==> src/ascc_pkg.sv <==
// Package: constants, types and register map of the async serial control block
package ascc_pkg;
    // Timing
    localparam int CLK_HZ   = 50_000_000;
    localparam int BAUD_HZ  = 115_200;
    localparam int BIT_CYC  = CLK_HZ / BAUD_HZ;
    localparam int HALF_CYC = BIT_CYC / 2;
    // Register word indices (byte address = 4 * index)
    localparam logic [3:0] IDX_CTRL_A  = 4'h1;
    localparam logic [3:0] IDX_CTRL_B  = 4'h2;
    localparam logic [3:0] IDX_STATUS  = 4'h3;
    localparam logic [3:0] IDX_RX_DATA = 4'h4;
    localparam logic [3:0] IDX_TX_DATA = 4'h5;
    localparam logic [3:0] IDX_IRQ_ST  = 4'h6;
    localparam logic [3:0] IDX_IRQ_MSK = 4'h7;
    localparam logic [3:0] IDX_MISC    = 4'h8;
    // Control A fields
    localparam int CA_MARKER = 3;
    // Control B fields
    localparam int CB_MP_FMT = 6;
    localparam int CB_MARK_TX = 7;
    // Status fields
    localparam int ST_RX_FULL = 7;
    localparam int ST_OVERRUN = 6;
    localparam int ST_PAR_ERR = 5;
    localparam int ST_FRM_ERR = 4;
    localparam int ST_TX_EMPTY = 1;
    // Interrupt fields
    localparam int IRQ_RX  = 0;
    localparam int IRQ_TX  = 1;
    localparam int IRQ_ERR = 2;
    // Misc fields
    localparam int MI_RTS = 0;
    localparam int MI_PIN = 1;
    // Reset values
    localparam logic [7:0] CTRL_A_RST = 8'h00;
    localparam logic [7:0] CTRL_B_RST = 8'h00;
    localparam logic [2:0] IRQ_RST    = 3'h0;
    localparam logic       RTS_RST    = 1'b1;

    typedef struct packed {
        logic wake_en;
        logic rx_on;
        logic tx_on;
        logic clk_pin_off;
        logic marker_efr;
        logic word_len;
        logic parity;
        logic stop_len;
    } ascc_ctrl_a_t;

    typedef struct packed {
        logic overrun;
        logic par_err;
        logic frm_err;
    } ascc_err_t;

    typedef enum logic [5:0] {
        S_IDLE  = 6'b000001,
        S_START = 6'b000010,
        S_DATA  = 6'b000100,
        S_MARK  = 6'b001000,
        S_PAR   = 6'b010000,
        S_STOP  = 6'b100000
    } ascc_state_t;
endpackage : ascc_pkg

==> src/ascc_top.sv <==
// Async serial channel with control register A, Wishbone slave and interrupt
// Behaviour
// - Receiver runs while rx_on is one
// - Clearing rx_on aborts frame, flags held
// - rx_on forced zero in reset, io halt
// - Transmitter runs while tx_on is one
// - Clearing tx_on aborts frame, tx_empty held
// - tx_on forced zero in reset, io halt
// - request_to_send_ch0 pin follows its bit one clock later
// - Bit 3 reads last received marker bit
// - Writing zero to bit 3 clears errors
// - Bits 2..0 select length, parity, stops
// - Wake filter passes only marker-one frames
// - Without wake filter every frame updates flags
// - Wake filter ignored outside multiprocessor format
// - clk_pin_off routes shared pin to dma_end_out
// - Control A reads zero after reset
// - Multiprocessor frame: data, marker, no parity
// - Overrun when frame completes while full
//
// Our own choice: the Wishbone interface to the registers.
`timescale 1ns/10ps
module ascc_top (
    // Clock and reset
    input  wire logic       clk,
    input  wire logic       rst,
    // Wishbone slave
    input  wire logic       wb_cyc_i,
    input  wire logic       wb_stb_i,
    input  wire logic       wb_we_i,
    input  wire logic [5:0] wb_adr_i,
    input  wire logic [3:0] wb_sel_i,
    input  wire logic [31:0] wb_dat_i,
    output logic      [31:0] wb_dat_o,
    output logic            wb_ack_o,
    // System state and DMA
    input  wire logic       io_halt_state,
    input  wire logic       dma_end_req,
    // Serial line
    input  wire logic       rxd_i,
    output logic            txd_o,
    output logic            request_to_send_ch0,
    // Shared channel-1 clock / DMA end pin
    input  wire logic       ch1_pin_i,
    output logic            ch1_pin_o,
    output logic            ch1_pin_oe,
    // Interrupt
    output logic            irq_o
);
    ascc_pkg::ascc_ctrl_a_t ctrl_a_ff;
    ascc_pkg::ascc_err_t    err_ff;
    ascc_pkg::ascc_state_t  rx_st_ff, tx_st_ff;
    logic [7:0]  ctrl_b_ff, rx_data_ff, rx_sh_ff, tx_data_ff, tx_sh_ff;
    logic        rx_full_ff, tx_empty_ff, marker_ff, rts_bit_ff;
    logic [2:0]  irq_st_ff, irq_msk_ff;
    logic [15:0] rx_cnt_ff, tx_cnt_ff;
    logic [3:0]  rx_bit_ff, tx_bit_ff;
    logic        rx_par_ff, rx_mark_ff, rx_fe_ff, tx_par_ff;
    logic        rxd_m_ff, rxd_s_ff, pin_m_ff, pin_s_ff;
    logic        req, wr, rd, mp, frame_done, accept, efr_clr, tx_load;
    logic [3:0]  idx;
    logic [3:0]  n_data;
    logic        rx_tick, tx_tick;

    // Byte lane 0 carries every register
    function automatic logic hit(input logic [3:0] i);
        hit = req && (idx == i);
    endfunction : hit

    assign idx     = wb_adr_i[5:2];
    assign req     = wb_cyc_i && wb_stb_i && !wb_ack_o;
    assign wr      = req && wb_we_i && wb_sel_i[0];
    assign rd      = req && !wb_we_i;
    assign mp      = ctrl_b_ff[ascc_pkg::CB_MP_FMT];
    assign n_data  = ctrl_a_ff.word_len ? 4'h8 : 4'h7;
    assign efr_clr = wr && hit(ascc_pkg::IDX_CTRL_A) && !wb_dat_i[ascc_pkg::CA_MARKER];
    assign rx_tick = (rx_cnt_ff == 16'h0000);
    assign tx_tick = (tx_cnt_ff == 16'h0000);
    assign tx_load = ctrl_a_ff.tx_on && (tx_st_ff == ascc_pkg::S_IDLE) && !tx_empty_ff;
    // Stop bit sampled and frame complete; a disable in the same cycle drops it
    assign frame_done = (rx_st_ff == ascc_pkg::S_STOP) && rx_tick && ctrl_a_ff.rx_on
                        && (rx_bit_ff >= {3'h0, ctrl_a_ff.stop_len});
    // Wake filter only acts in multiprocessor format
    assign accept = frame_done && !(mp && ctrl_a_ff.wake_en && !rx_mark_ff);

    // Input synchronisers
    always_ff @(posedge clk) begin
        rxd_m_ff <= rxd_i;
        rxd_s_ff <= rxd_m_ff;
        pin_m_ff <= ch1_pin_i;
        pin_s_ff <= pin_m_ff;
    end

    // Wishbone handshake, answer one cycle after the request
    always_ff @(posedge clk) begin
        if (rst) begin
            wb_ack_o <= 1'b0;
        end else begin
            wb_ack_o <= wb_cyc_i && wb_stb_i && !wb_ack_o;
        end
    end

    // Read data mux
    always_ff @(posedge clk) begin
        if (rst) begin
            wb_dat_o <= 32'h0000_0000;
        end else if (rd) begin
            wb_dat_o <= 32'h0000_0000;
            case (idx)
                ascc_pkg::IDX_CTRL_A:  wb_dat_o[7:0] <= {ctrl_a_ff[7:4], marker_ff, ctrl_a_ff[2:0]};
                ascc_pkg::IDX_CTRL_B:  wb_dat_o[7:0] <= ctrl_b_ff;
                ascc_pkg::IDX_STATUS:  wb_dat_o[7:0] <= {rx_full_ff, err_ff, 2'b00, tx_empty_ff, 1'b0};
                ascc_pkg::IDX_RX_DATA: wb_dat_o[7:0] <= rx_data_ff;
                ascc_pkg::IDX_IRQ_ST:  wb_dat_o[2:0] <= irq_st_ff;
                ascc_pkg::IDX_IRQ_MSK: wb_dat_o[2:0] <= irq_msk_ff;
                ascc_pkg::IDX_MISC:    wb_dat_o[1:0] <= {pin_s_ff, rts_bit_ff};
                default:               wb_dat_o <= 32'h0000_0000;
            endcase
        end
    end

    // Control A; enables dropped by io halt
    always_ff @(posedge clk) begin
        if (rst) begin
            ctrl_a_ff <= ascc_pkg::CTRL_A_RST;
        end else begin
            if (wr && hit(ascc_pkg::IDX_CTRL_A)) begin
                ctrl_a_ff <= wb_dat_i[7:0];
            end
            if (io_halt_state) begin
                ctrl_a_ff.rx_on <= 1'b0;
                ctrl_a_ff.tx_on <= 1'b0;
            end
        end
    end

    // Control B, misc and mask registers
    always_ff @(posedge clk) begin
        if (rst) begin
            ctrl_b_ff  <= ascc_pkg::CTRL_B_RST;
            rts_bit_ff <= ascc_pkg::RTS_RST;
            irq_msk_ff <= ascc_pkg::IRQ_RST;
        end else begin
            if (wr && hit(ascc_pkg::IDX_CTRL_B)) begin
                ctrl_b_ff <= wb_dat_i[7:0];
            end
            if (wr && hit(ascc_pkg::IDX_MISC)) begin
                rts_bit_ff <= wb_dat_i[ascc_pkg::MI_RTS];
            end
            if (wr && hit(ascc_pkg::IDX_IRQ_MSK)) begin
                irq_msk_ff <= wb_dat_i[2:0];
            end
        end
    end

    // Pins: rts and shared pin, registered outputs
    always_ff @(posedge clk) begin
        if (rst) begin
            request_to_send_ch0 <= ascc_pkg::RTS_RST;
            ch1_pin_o           <= 1'b0;
            ch1_pin_oe          <= 1'b0;
        end else begin
            request_to_send_ch0 <= rts_bit_ff;
            // Shared pin driven with dma_end_req only while clk_pin_off is set
            ch1_pin_o  <= ctrl_a_ff.clk_pin_off && dma_end_req;
            ch1_pin_oe <= ctrl_a_ff.clk_pin_off;
        end
    end

    // Receiver: half-bit check of start, then centre sampling
    always_ff @(posedge clk) begin
        if (rst || !ctrl_a_ff.rx_on) begin
            rx_st_ff  <= ascc_pkg::S_IDLE;
            rx_cnt_ff <= 16'h0000;
            rx_bit_ff <= 4'h0;
            rx_sh_ff  <= 8'h00;
            rx_par_ff <= 1'b0;
            rx_mark_ff <= 1'b0;
            rx_fe_ff  <= 1'b0;
        end else begin
            rx_cnt_ff <= rx_tick ? 16'(ascc_pkg::BIT_CYC - 1) : rx_cnt_ff - 16'h0001;
            case (rx_st_ff)
                ascc_pkg::S_IDLE: begin
                    if (!rxd_s_ff) begin
                        rx_st_ff  <= ascc_pkg::S_START;
                        rx_cnt_ff <= 16'(ascc_pkg::HALF_CYC - 1);
                    end
                end
                ascc_pkg::S_START: begin
                    if (rx_tick) begin
                        rx_st_ff  <= rxd_s_ff ? ascc_pkg::S_IDLE : ascc_pkg::S_DATA;
                        rx_bit_ff <= 4'h0;
                        rx_sh_ff  <= 8'h00;
                        rx_par_ff <= 1'b0;
                        rx_fe_ff  <= 1'b0;
                    end
                end
                ascc_pkg::S_DATA: begin
                    if (rx_tick) begin
                        rx_sh_ff[rx_bit_ff[2:0]] <= rxd_s_ff;
                        rx_par_ff <= rx_par_ff ^ rxd_s_ff;
                        rx_bit_ff <= rx_bit_ff + 4'h1;
                        if (rx_bit_ff == n_data - 4'h1) begin
                            rx_bit_ff <= 4'h0;
                            rx_st_ff  <= mp ? ascc_pkg::S_MARK
                                       : (ctrl_a_ff.parity ? ascc_pkg::S_PAR : ascc_pkg::S_STOP);
                        end
                    end
                end
                ascc_pkg::S_MARK: begin
                    if (rx_tick) begin
                        rx_mark_ff <= rxd_s_ff;
                        rx_st_ff   <= ascc_pkg::S_STOP;
                    end
                end
                ascc_pkg::S_PAR: begin
                    if (rx_tick) begin
                        rx_par_ff <= rx_par_ff ^ rxd_s_ff; // Even parity, one flags error
                        rx_st_ff  <= ascc_pkg::S_STOP;
                    end
                end
                ascc_pkg::S_STOP: begin
                    if (rx_tick) begin
                        rx_fe_ff  <= rx_fe_ff || !rxd_s_ff;
                        rx_bit_ff <= rx_bit_ff + 4'h1;
                        if (frame_done) begin
                            rx_st_ff <= ascc_pkg::S_IDLE;
                        end
                    end
                end
                default: rx_st_ff <= ascc_pkg::S_IDLE;
            endcase
        end
    end

    // Receive flags; a new event beats a read or error clear in the same cycle, io halt beats a new event
    always_ff @(posedge clk) begin
        if (rst) begin
            rx_full_ff <= 1'b0;
            err_ff     <= '0;
            rx_data_ff <= 8'h00;
            marker_ff  <= 1'b0;
        end else if (io_halt_state) begin
            rx_full_ff <= 1'b0;
            err_ff     <= '0;
        end else begin
            if (efr_clr) begin
                err_ff <= '0;
            end
            if (rd && hit(ascc_pkg::IDX_RX_DATA)) begin
                rx_full_ff <= 1'b0;
            end
            if (frame_done) begin
                marker_ff <= rx_mark_ff;
            end
            if (accept) begin
                rx_full_ff <= 1'b1;
                rx_data_ff <= ctrl_a_ff.word_len ? rx_sh_ff : {1'b0, rx_sh_ff[6:0]};
                if (rx_full_ff) begin
                    err_ff.overrun <= 1'b1;
                end
                if (rx_fe_ff || !rxd_s_ff) begin
                    err_ff.frm_err <= 1'b1;
                end
                if (!mp && ctrl_a_ff.parity && rx_par_ff) begin
                    err_ff.par_err <= 1'b1;
                end
            end
        end
    end

    // Transmit holding register and empty flag
    always_ff @(posedge clk) begin
        if (rst) begin
            tx_data_ff  <= 8'h00;
            tx_empty_ff <= 1'b1;
        end else if (io_halt_state) begin
            tx_empty_ff <= 1'b1;
        end else if (wr && hit(ascc_pkg::IDX_TX_DATA)) begin
            tx_data_ff  <= wb_dat_i[7:0];
            tx_empty_ff <= 1'b0;
        end else if (tx_load) begin
            tx_empty_ff <= 1'b1;
        end
    end

    // Transmitter; abort leaves tx_empty as it was
    always_ff @(posedge clk) begin
        if (rst || !ctrl_a_ff.tx_on) begin
            tx_st_ff  <= ascc_pkg::S_IDLE;
            txd_o     <= 1'b1;
            tx_cnt_ff <= 16'h0000;
            tx_bit_ff <= 4'h0;
            tx_sh_ff  <= 8'h00;
            tx_par_ff <= 1'b0;
        end else begin
            tx_cnt_ff <= tx_tick ? 16'(ascc_pkg::BIT_CYC - 1) : tx_cnt_ff - 16'h0001;
            case (tx_st_ff)
                ascc_pkg::S_IDLE: begin
                    txd_o <= 1'b1;
                    if (tx_load) begin
                        tx_st_ff  <= ascc_pkg::S_START;
                        tx_sh_ff  <= tx_data_ff;
                        tx_par_ff <= 1'b0;
                        tx_bit_ff <= 4'h0;
                        tx_cnt_ff <= 16'(ascc_pkg::BIT_CYC - 1);
                        txd_o     <= 1'b0;
                    end
                end
                ascc_pkg::S_START, ascc_pkg::S_DATA: begin
                    if (tx_tick) begin
                        if (tx_bit_ff == n_data) begin
                            tx_bit_ff <= 4'h0;
                            tx_st_ff  <= mp ? ascc_pkg::S_MARK
                                       : (ctrl_a_ff.parity ? ascc_pkg::S_PAR : ascc_pkg::S_STOP);
                            txd_o     <= mp ? ctrl_b_ff[ascc_pkg::CB_MARK_TX]
                                       : (ctrl_a_ff.parity ? tx_par_ff : 1'b1);
                        end else begin
                            tx_st_ff  <= ascc_pkg::S_DATA;
                            txd_o     <= tx_sh_ff[0];
                            tx_par_ff <= tx_par_ff ^ tx_sh_ff[0];
                            tx_sh_ff  <= {1'b0, tx_sh_ff[7:1]};
                            tx_bit_ff <= tx_bit_ff + 4'h1;
                        end
                    end
                end
                ascc_pkg::S_MARK, ascc_pkg::S_PAR: begin
                    if (tx_tick) begin
                        tx_st_ff <= ascc_pkg::S_STOP;
                        txd_o    <= 1'b1;
                    end
                end
                ascc_pkg::S_STOP: begin
                    if (tx_tick) begin
                        tx_bit_ff <= tx_bit_ff + 4'h1;
                        if (tx_bit_ff >= {3'h0, ctrl_a_ff.stop_len}) begin // Format change mid-stop cannot wrap
                            tx_st_ff <= ascc_pkg::S_IDLE;
                        end
                    end
                end
                default: tx_st_ff <= ascc_pkg::S_IDLE;
            endcase
        end
    end

    // Sticky interrupt status, write one to clear, set wins
    always_ff @(posedge clk) begin
        if (rst) begin
            irq_st_ff <= ascc_pkg::IRQ_RST;
            irq_o     <= 1'b0;
        end else begin
            if (wr && hit(ascc_pkg::IDX_IRQ_ST)) begin
                irq_st_ff <= irq_st_ff & ~wb_dat_i[2:0];
            end
            if (accept) begin
                irq_st_ff[ascc_pkg::IRQ_RX] <= 1'b1;
            end
            if (tx_load) begin
                irq_st_ff[ascc_pkg::IRQ_TX] <= 1'b1;
            end
            if (accept && (rx_full_ff || rx_fe_ff || !rxd_s_ff || (!mp && ctrl_a_ff.parity && rx_par_ff))) begin
                irq_st_ff[ascc_pkg::IRQ_ERR] <= 1'b1;
            end
            irq_o <= |(irq_st_ff & irq_msk_ff);
        end
    end

    // Checks
    AST_RX_HALT: assert property (@(posedge clk) disable iff (rst) io_halt_state |=> !ctrl_a_ff.rx_on)
        else $error("rx_on not cleared by io halt");
    AST_TX_HALT: assert property (@(posedge clk) disable iff (rst) io_halt_state |=> !ctrl_a_ff.tx_on)
        else $error("tx_on not cleared by io halt");
    AST_RX_ABORT: assert property (@(posedge clk) disable iff (rst) !ctrl_a_ff.rx_on |=> rx_st_ff == ascc_pkg::S_IDLE)
        else $error("receiver not aborted");
    AST_RX_HOLD: assert property (@(posedge clk) disable iff (rst)
        !ctrl_a_ff.rx_on && !io_halt_state && !efr_clr && !rd |=> $stable(rx_full_ff) && $stable(err_ff))
        else $error("flags changed while receiver off");
    AST_TX_ABORT: assert property (@(posedge clk) disable iff (rst)
        !ctrl_a_ff.tx_on && !io_halt_state && !wr |=> txd_o && $stable(tx_empty_ff))
        else $error("transmitter abort wrong");
    AST_RTS: assert property (@(posedge clk) disable iff (rst)
        wr && hit(ascc_pkg::IDX_MISC) |=> ##1 request_to_send_ch0 == $past(wb_dat_i[0], 2))
        else $error("rts pin late or wrong");
    AST_EFR: assert property (@(posedge clk) disable iff (rst) efr_clr && !accept |=> err_ff == '0)
        else $error("error flags not cleared");
    AST_WAKE: assert property (@(posedge clk) disable iff (rst)
        frame_done && mp && ctrl_a_ff.wake_en && !rx_mark_ff && !rd && !io_halt_state |=> $stable(rx_full_ff))
        else $error("filtered frame set flags");
    AST_OVR: assert property (@(posedge clk) disable iff (rst)
        accept && rx_full_ff && !io_halt_state |=> err_ff.overrun && rx_full_ff)
        else $error("overrun not flagged");
    AST_PIN: assert property (@(posedge clk) disable iff (rst) ctrl_a_ff.clk_pin_off |=> ch1_pin_oe)
        else $error("shared pin not routed to dma end");
endmodule : ascc_top

==> config.mk <==
export PLATFORM = sky130hd
export DESIGN_NAME = ascc_top
export DESIGN_NICKNAME = d
export VERILOG_FILES = /design/src/ascc_pkg.sv /design/src/ascc_top.sv
export SDC_FILE = /design/constraint.sdc
export NUM_CORES = 1
export LEC_CHECK = 0
export ABC_AREA = 1
export ABC_CLOCK_PERIOD_IN_PS = 1700
export BUFFER_PORTS_ARGS = -buffer_cell sky130_fd_sc_hd__buf_2
export CAP_MARGIN = 0
export CELL_PAD_IN_SITES_DETAIL_PLACEMENT = 0
export CELL_PAD_IN_SITES_GLOBAL_PLACEMENT = 1
export CORE_ASPECT_RATIO = 0.8
export CORE_MARGIN = 4
export CORE_UTILIZATION = 37
export DETAILED_ROUTE_END_ITERATION = 10
export PLACE_DENSITY_LB_ADDON = 0.08
export SLEW_MARGIN = 20
export SYNTH_ARGS = -nofsm -noshare
export SYNTH_HDL_FRONTEND = slang
export SYNTH_SLANG_ARGS = --single-unit
==> constraint.sdc <==
create_clock -name clk -period 1.7 [get_ports clk]
set_input_delay 0.255 -clock clk [delete_from_list [all_inputs] [get_ports clk]]
set_output_delay 0.255 -clock clk [all_outputs]
set_load 0.02 [all_outputs]
==> out/metrics.cfg <==
[timing]
setup_viol = 0
rsz0062_at_grt = yes
hold_viol_final = 0
period_minus_slack_ns = 1.620
period_share_pct = 95.32
slew_viol_final = 0
skew_ns = 0.01025
fmax_ghz = 0.6171

[cells_and_area]
final_core_util_pct = 50.26
syn_to_final_growth_pct = 32.10
seq_area_um2 = 2696
stdcell_count = 1350
num-fill-cells = 1758
antennaDiodeCount = 0
multi_input_area_um2 = 3622
fin_area_um2 = 8788
drive_gt1_share_pct = 25.07
fin_nets = 1171

[floorplan]
placement_rows = 43
die-area_um2 = 20200
io_pins = 89
die_h_um = 127.9
core-area_um2 = 17490
start_util_pct = 38.05
chipWidth_um = 157.9

[yosys]
yosysSeqAreaShare_pct = 40.32
synthAdderAreaFrac_pct = 1.317
synthCells = 968
yosysTopAreaCell = dfxtp_1
synth_top_cell_area_share_pct = 40.32
synth_top_family_by_area = simple AND/OR/NAND/NOR gates
synth_xor_area_share_pct = 3.028
netlist_area_um2 = 6653
ys.flop_type = dfxtp_1
synth_common_cells = 199 x nand2_1, 176 x nor2_1, 134 x dfxtp_1
synth_edf_count = 0
synth.most_common_cell = nand2_1
synth_cell_type_count = 43
async_reset_ff_share_pct = 0
synth_compound_area_share_pct = 12.34
ys_ff_latch = 134
synth.area.top_cells = dfxtp_1 40%, nand2_1 11%, nor2_1 9.9%
post_synth_and_or_nand_nor_area_fraction_pct = 32.12
yosysWarnings = 0
syn_avg_cell_area_um2 = 6.873
synth_mux_area_share_pct = 0

[clock_tree]
clkLatencyLatePin_ns = 0.42
clkTransAtPathRegs_ns = 0.06
cts_buffer_depth = 2
htreeDepth = 4
cts_sinks = 134
cts_buffers = 17
cts-root-buf = clkbuf_16
cts_tree = built

[worst_setup_path]
cpPeakStageDelay_ns = 0.32
crit_chain = inv_2 > ha_4 > nand2_4 > nor2_4 > nand2_4 > nor3_4 > nand3_4 > clkbuf_16 > nor2_1 > nor2_1
critPathKind = reg2reg
cp_top_family = simple AND/OR/NAND/NOR gates
reg2reg_depth = 10
regToRegSetupSlack_ns = 0.08
worstPathArrival_ns = 1.94
worst-path-max-fanout = 7
critPathSlowestCell = dfxtp_2
cp_num_buf_inv = 2
reg2reg_from = rx_cnt_ff[0]$_SDFF_PP0_
timing.rr.end = rx_data_ff[1]$_SDFFE_PP0P_
worstPathRequired_ns = 2.02
worst_setup_path_start_kind = flop
endpoint_kind = flop

[grt]
grt_pass1_wl_um = 28770
first_global_vias = 5611
grt-busiest-layer = met1
grt_usage_pct = 18.03
grt_use_met3_pct = 3.409
grt_max_degree = 27
grtUsageMet1_pct = 28.25
use_met2_pct = 24.59
grt_overflow = 0
antenna_found_initial = 0

[route]
drt-wirelength-per-cell_um = 13.43
routed_wl_um = 18140
first_pass_iters = 5
dr_total_vias = 6189
drt_iter0_drc = 361
via_per_inst = 4.584
ant_nets = 0
drc_errors = 0

[place]
place_inst = 1308
routabilityCongestion = 0.8012
hpwl_um = 13440
detailed_place.area_um2 = 7706
io_buffers = 35

[worst_hold_path]
min_from = dma_end_req
min_path_type = in2reg
min_to = ch1_pin_o$_SDFF_PP0_
hold_depth = 3

[power]
power_leakage_uw = 0.004098
power_uw = 7505
ir_drop_v = 0.0005981
power_density_nw_per_um2 = 854.0

[run_status]
outcome = finished clean

[job]
cap_violations = 0

==> cell usage in the layout, fill, tap and decap left out, types with 3 or more instances in the layout <==
cell type | Yosys | final
xor2_1 | 13 | 13
a211oi_1 | 9 | 9
conb_1 | 1 | 24
nor2_2 | 14 | 26
nor2_4 | 6 | 15
ha_4 | 0 | 3
nor3_1 | 18 | 14
buf_12 | 0 | 4
buf_2 | 8 | 35
nand4_1 | 13 | 13
xnor2_1 | 10 | 10
nand2_2 | 6 | 12
clkinvlp_4 | 0 | 4
nand2_1 | 199 | 186
dfxtp_2 | 0 | 8
buf_4 | 24 | 99
inv_2 | 5 | 12
buf_6 | 3 | 5
clkbuf_16 | 0 | 18
ha_1 | 7 | 4
nor3_2 | 0 | 4
nand3_1 | 45 | 43
nand2_4 | 1 | 9
nor2_1 | 176 | 155
bufinv_16 | 0 | 5
nand3_2 | 3 | 3
inv_1 | 109 | 101
dfxtp_1 | 134 | 125
o21ai_1 | 2 | 5
o21ai_0 | 67 | 63
a21oi_1 | 63 | 61
==> sequential cells by signal, summed over array words and instances, names as in the netlist, 4 cells and up <==
signal and count:
rx_data_ff 8, tx_data_ff 8, ctrl_b_ff 8, ctrl_a_ff 7, tx_sh_ff 8, tx_st_ff 6
rx_bit_ff 4, wb_dat_o 8, tx_cnt_ff 16, rx_sh_ff 8, tx_bit_ff 4, rx_cnt_ff 16
rx_st_ff 6
==> how the worst max path moves through the flow <==
stage,endpoint,cells after the start,from
after floorplan,rx_data_ff[0]$_SDFFE_PP0P_,11,rx_bit_ff[0]$_SDFFE_PP0P_
after global placement,tx_st_ff[2]$_SDFFE_PP0P_,12,tx_cnt_ff[0]$_SDFF_PP0_
after detailed placement,tx_sh_ff[5]$_SDFFE_PP0P_,12,tx_st_ff[2]$_SDFFE_PP0P_
after CTS,tx_st_ff[2]$_SDFFE_PP0P_,12,tx_cnt_ff[0]$_SDFF_PP0_
after global routing,rx_data_ff[4]$_SDFFE_PP0P_,10,rx_cnt_ff[13]$_SDFF_PP0_
final,rx_data_ff[1]$_SDFFE_PP0P_,10,rx_cnt_ff[0]$_SDFF_PP0_
==> through the flow <==
| stage | setup TNS (ns) | hold WS, ns | setup WS, ns |
|---|---|---|---|
| finish | 0 | 0.05073 | 0.07954 |
| global route | -0.2715 | 0.05271 | -0.03160 |
| CTS | 0 | 0.03643 | 0.005439 |
| detailed placement | -0.8976 | 0.3121 | -0.07689 |
| global placement | -0.2763 | 0.3118 | -0.05231 |
| floorplan | 0 | 0.2827 | 0.04521 |
==> area by class of cell <==
type	instances	share of cell area, %
timing repair buffer	146	12.51
tap	225	3.203
sequential	134	30.68
clock buffer	20	5.196
inverter	115	4.940
multi-input combinational	699	41.22
clock inverter	11	2.249
==> what timing repair did <==
item,4_1_cts,5_1_grt
hold buffers,2,0
pin swaps,7,32
setup buffers,2,5
resized for setup,13,84
endpoints found under the setup margin,25,63
endpoints found under the hold margin,2,0
gates cloned,0,2
==> cell families after synthesis <==
family / Yosys count
flip-flops: 134
AO/OA/AOI/OAI: 153
adder cells (fa/ha/maj): 7
AND/OR/NAND/NOR: 491
other: 1
buffers and inverters: 159
XOR/XNOR: 23
==> tightest hold or removal path, delay by kind of cell <==
kind | cells | cell delay [ns]
buffers and inverters | 1 | 0.08
AND/OR/NAND/NOR | 2 | 0.10
==> layer usage <==
metal | share of wire (%) | wire (µm)
met3 | 4.5 | 813
met1 | 54 | 9860
met4 | 1.2 | 216
met5 | 0 | 0
met2 | 40 | 7247
==> power breakdown <==
group          switching [µW]  internal (µW)
clock                    1440           2680
combinational             167           65.1
sequential               4.77           3150
total                    1610           5890
Power figures use the tool's default switching activity.
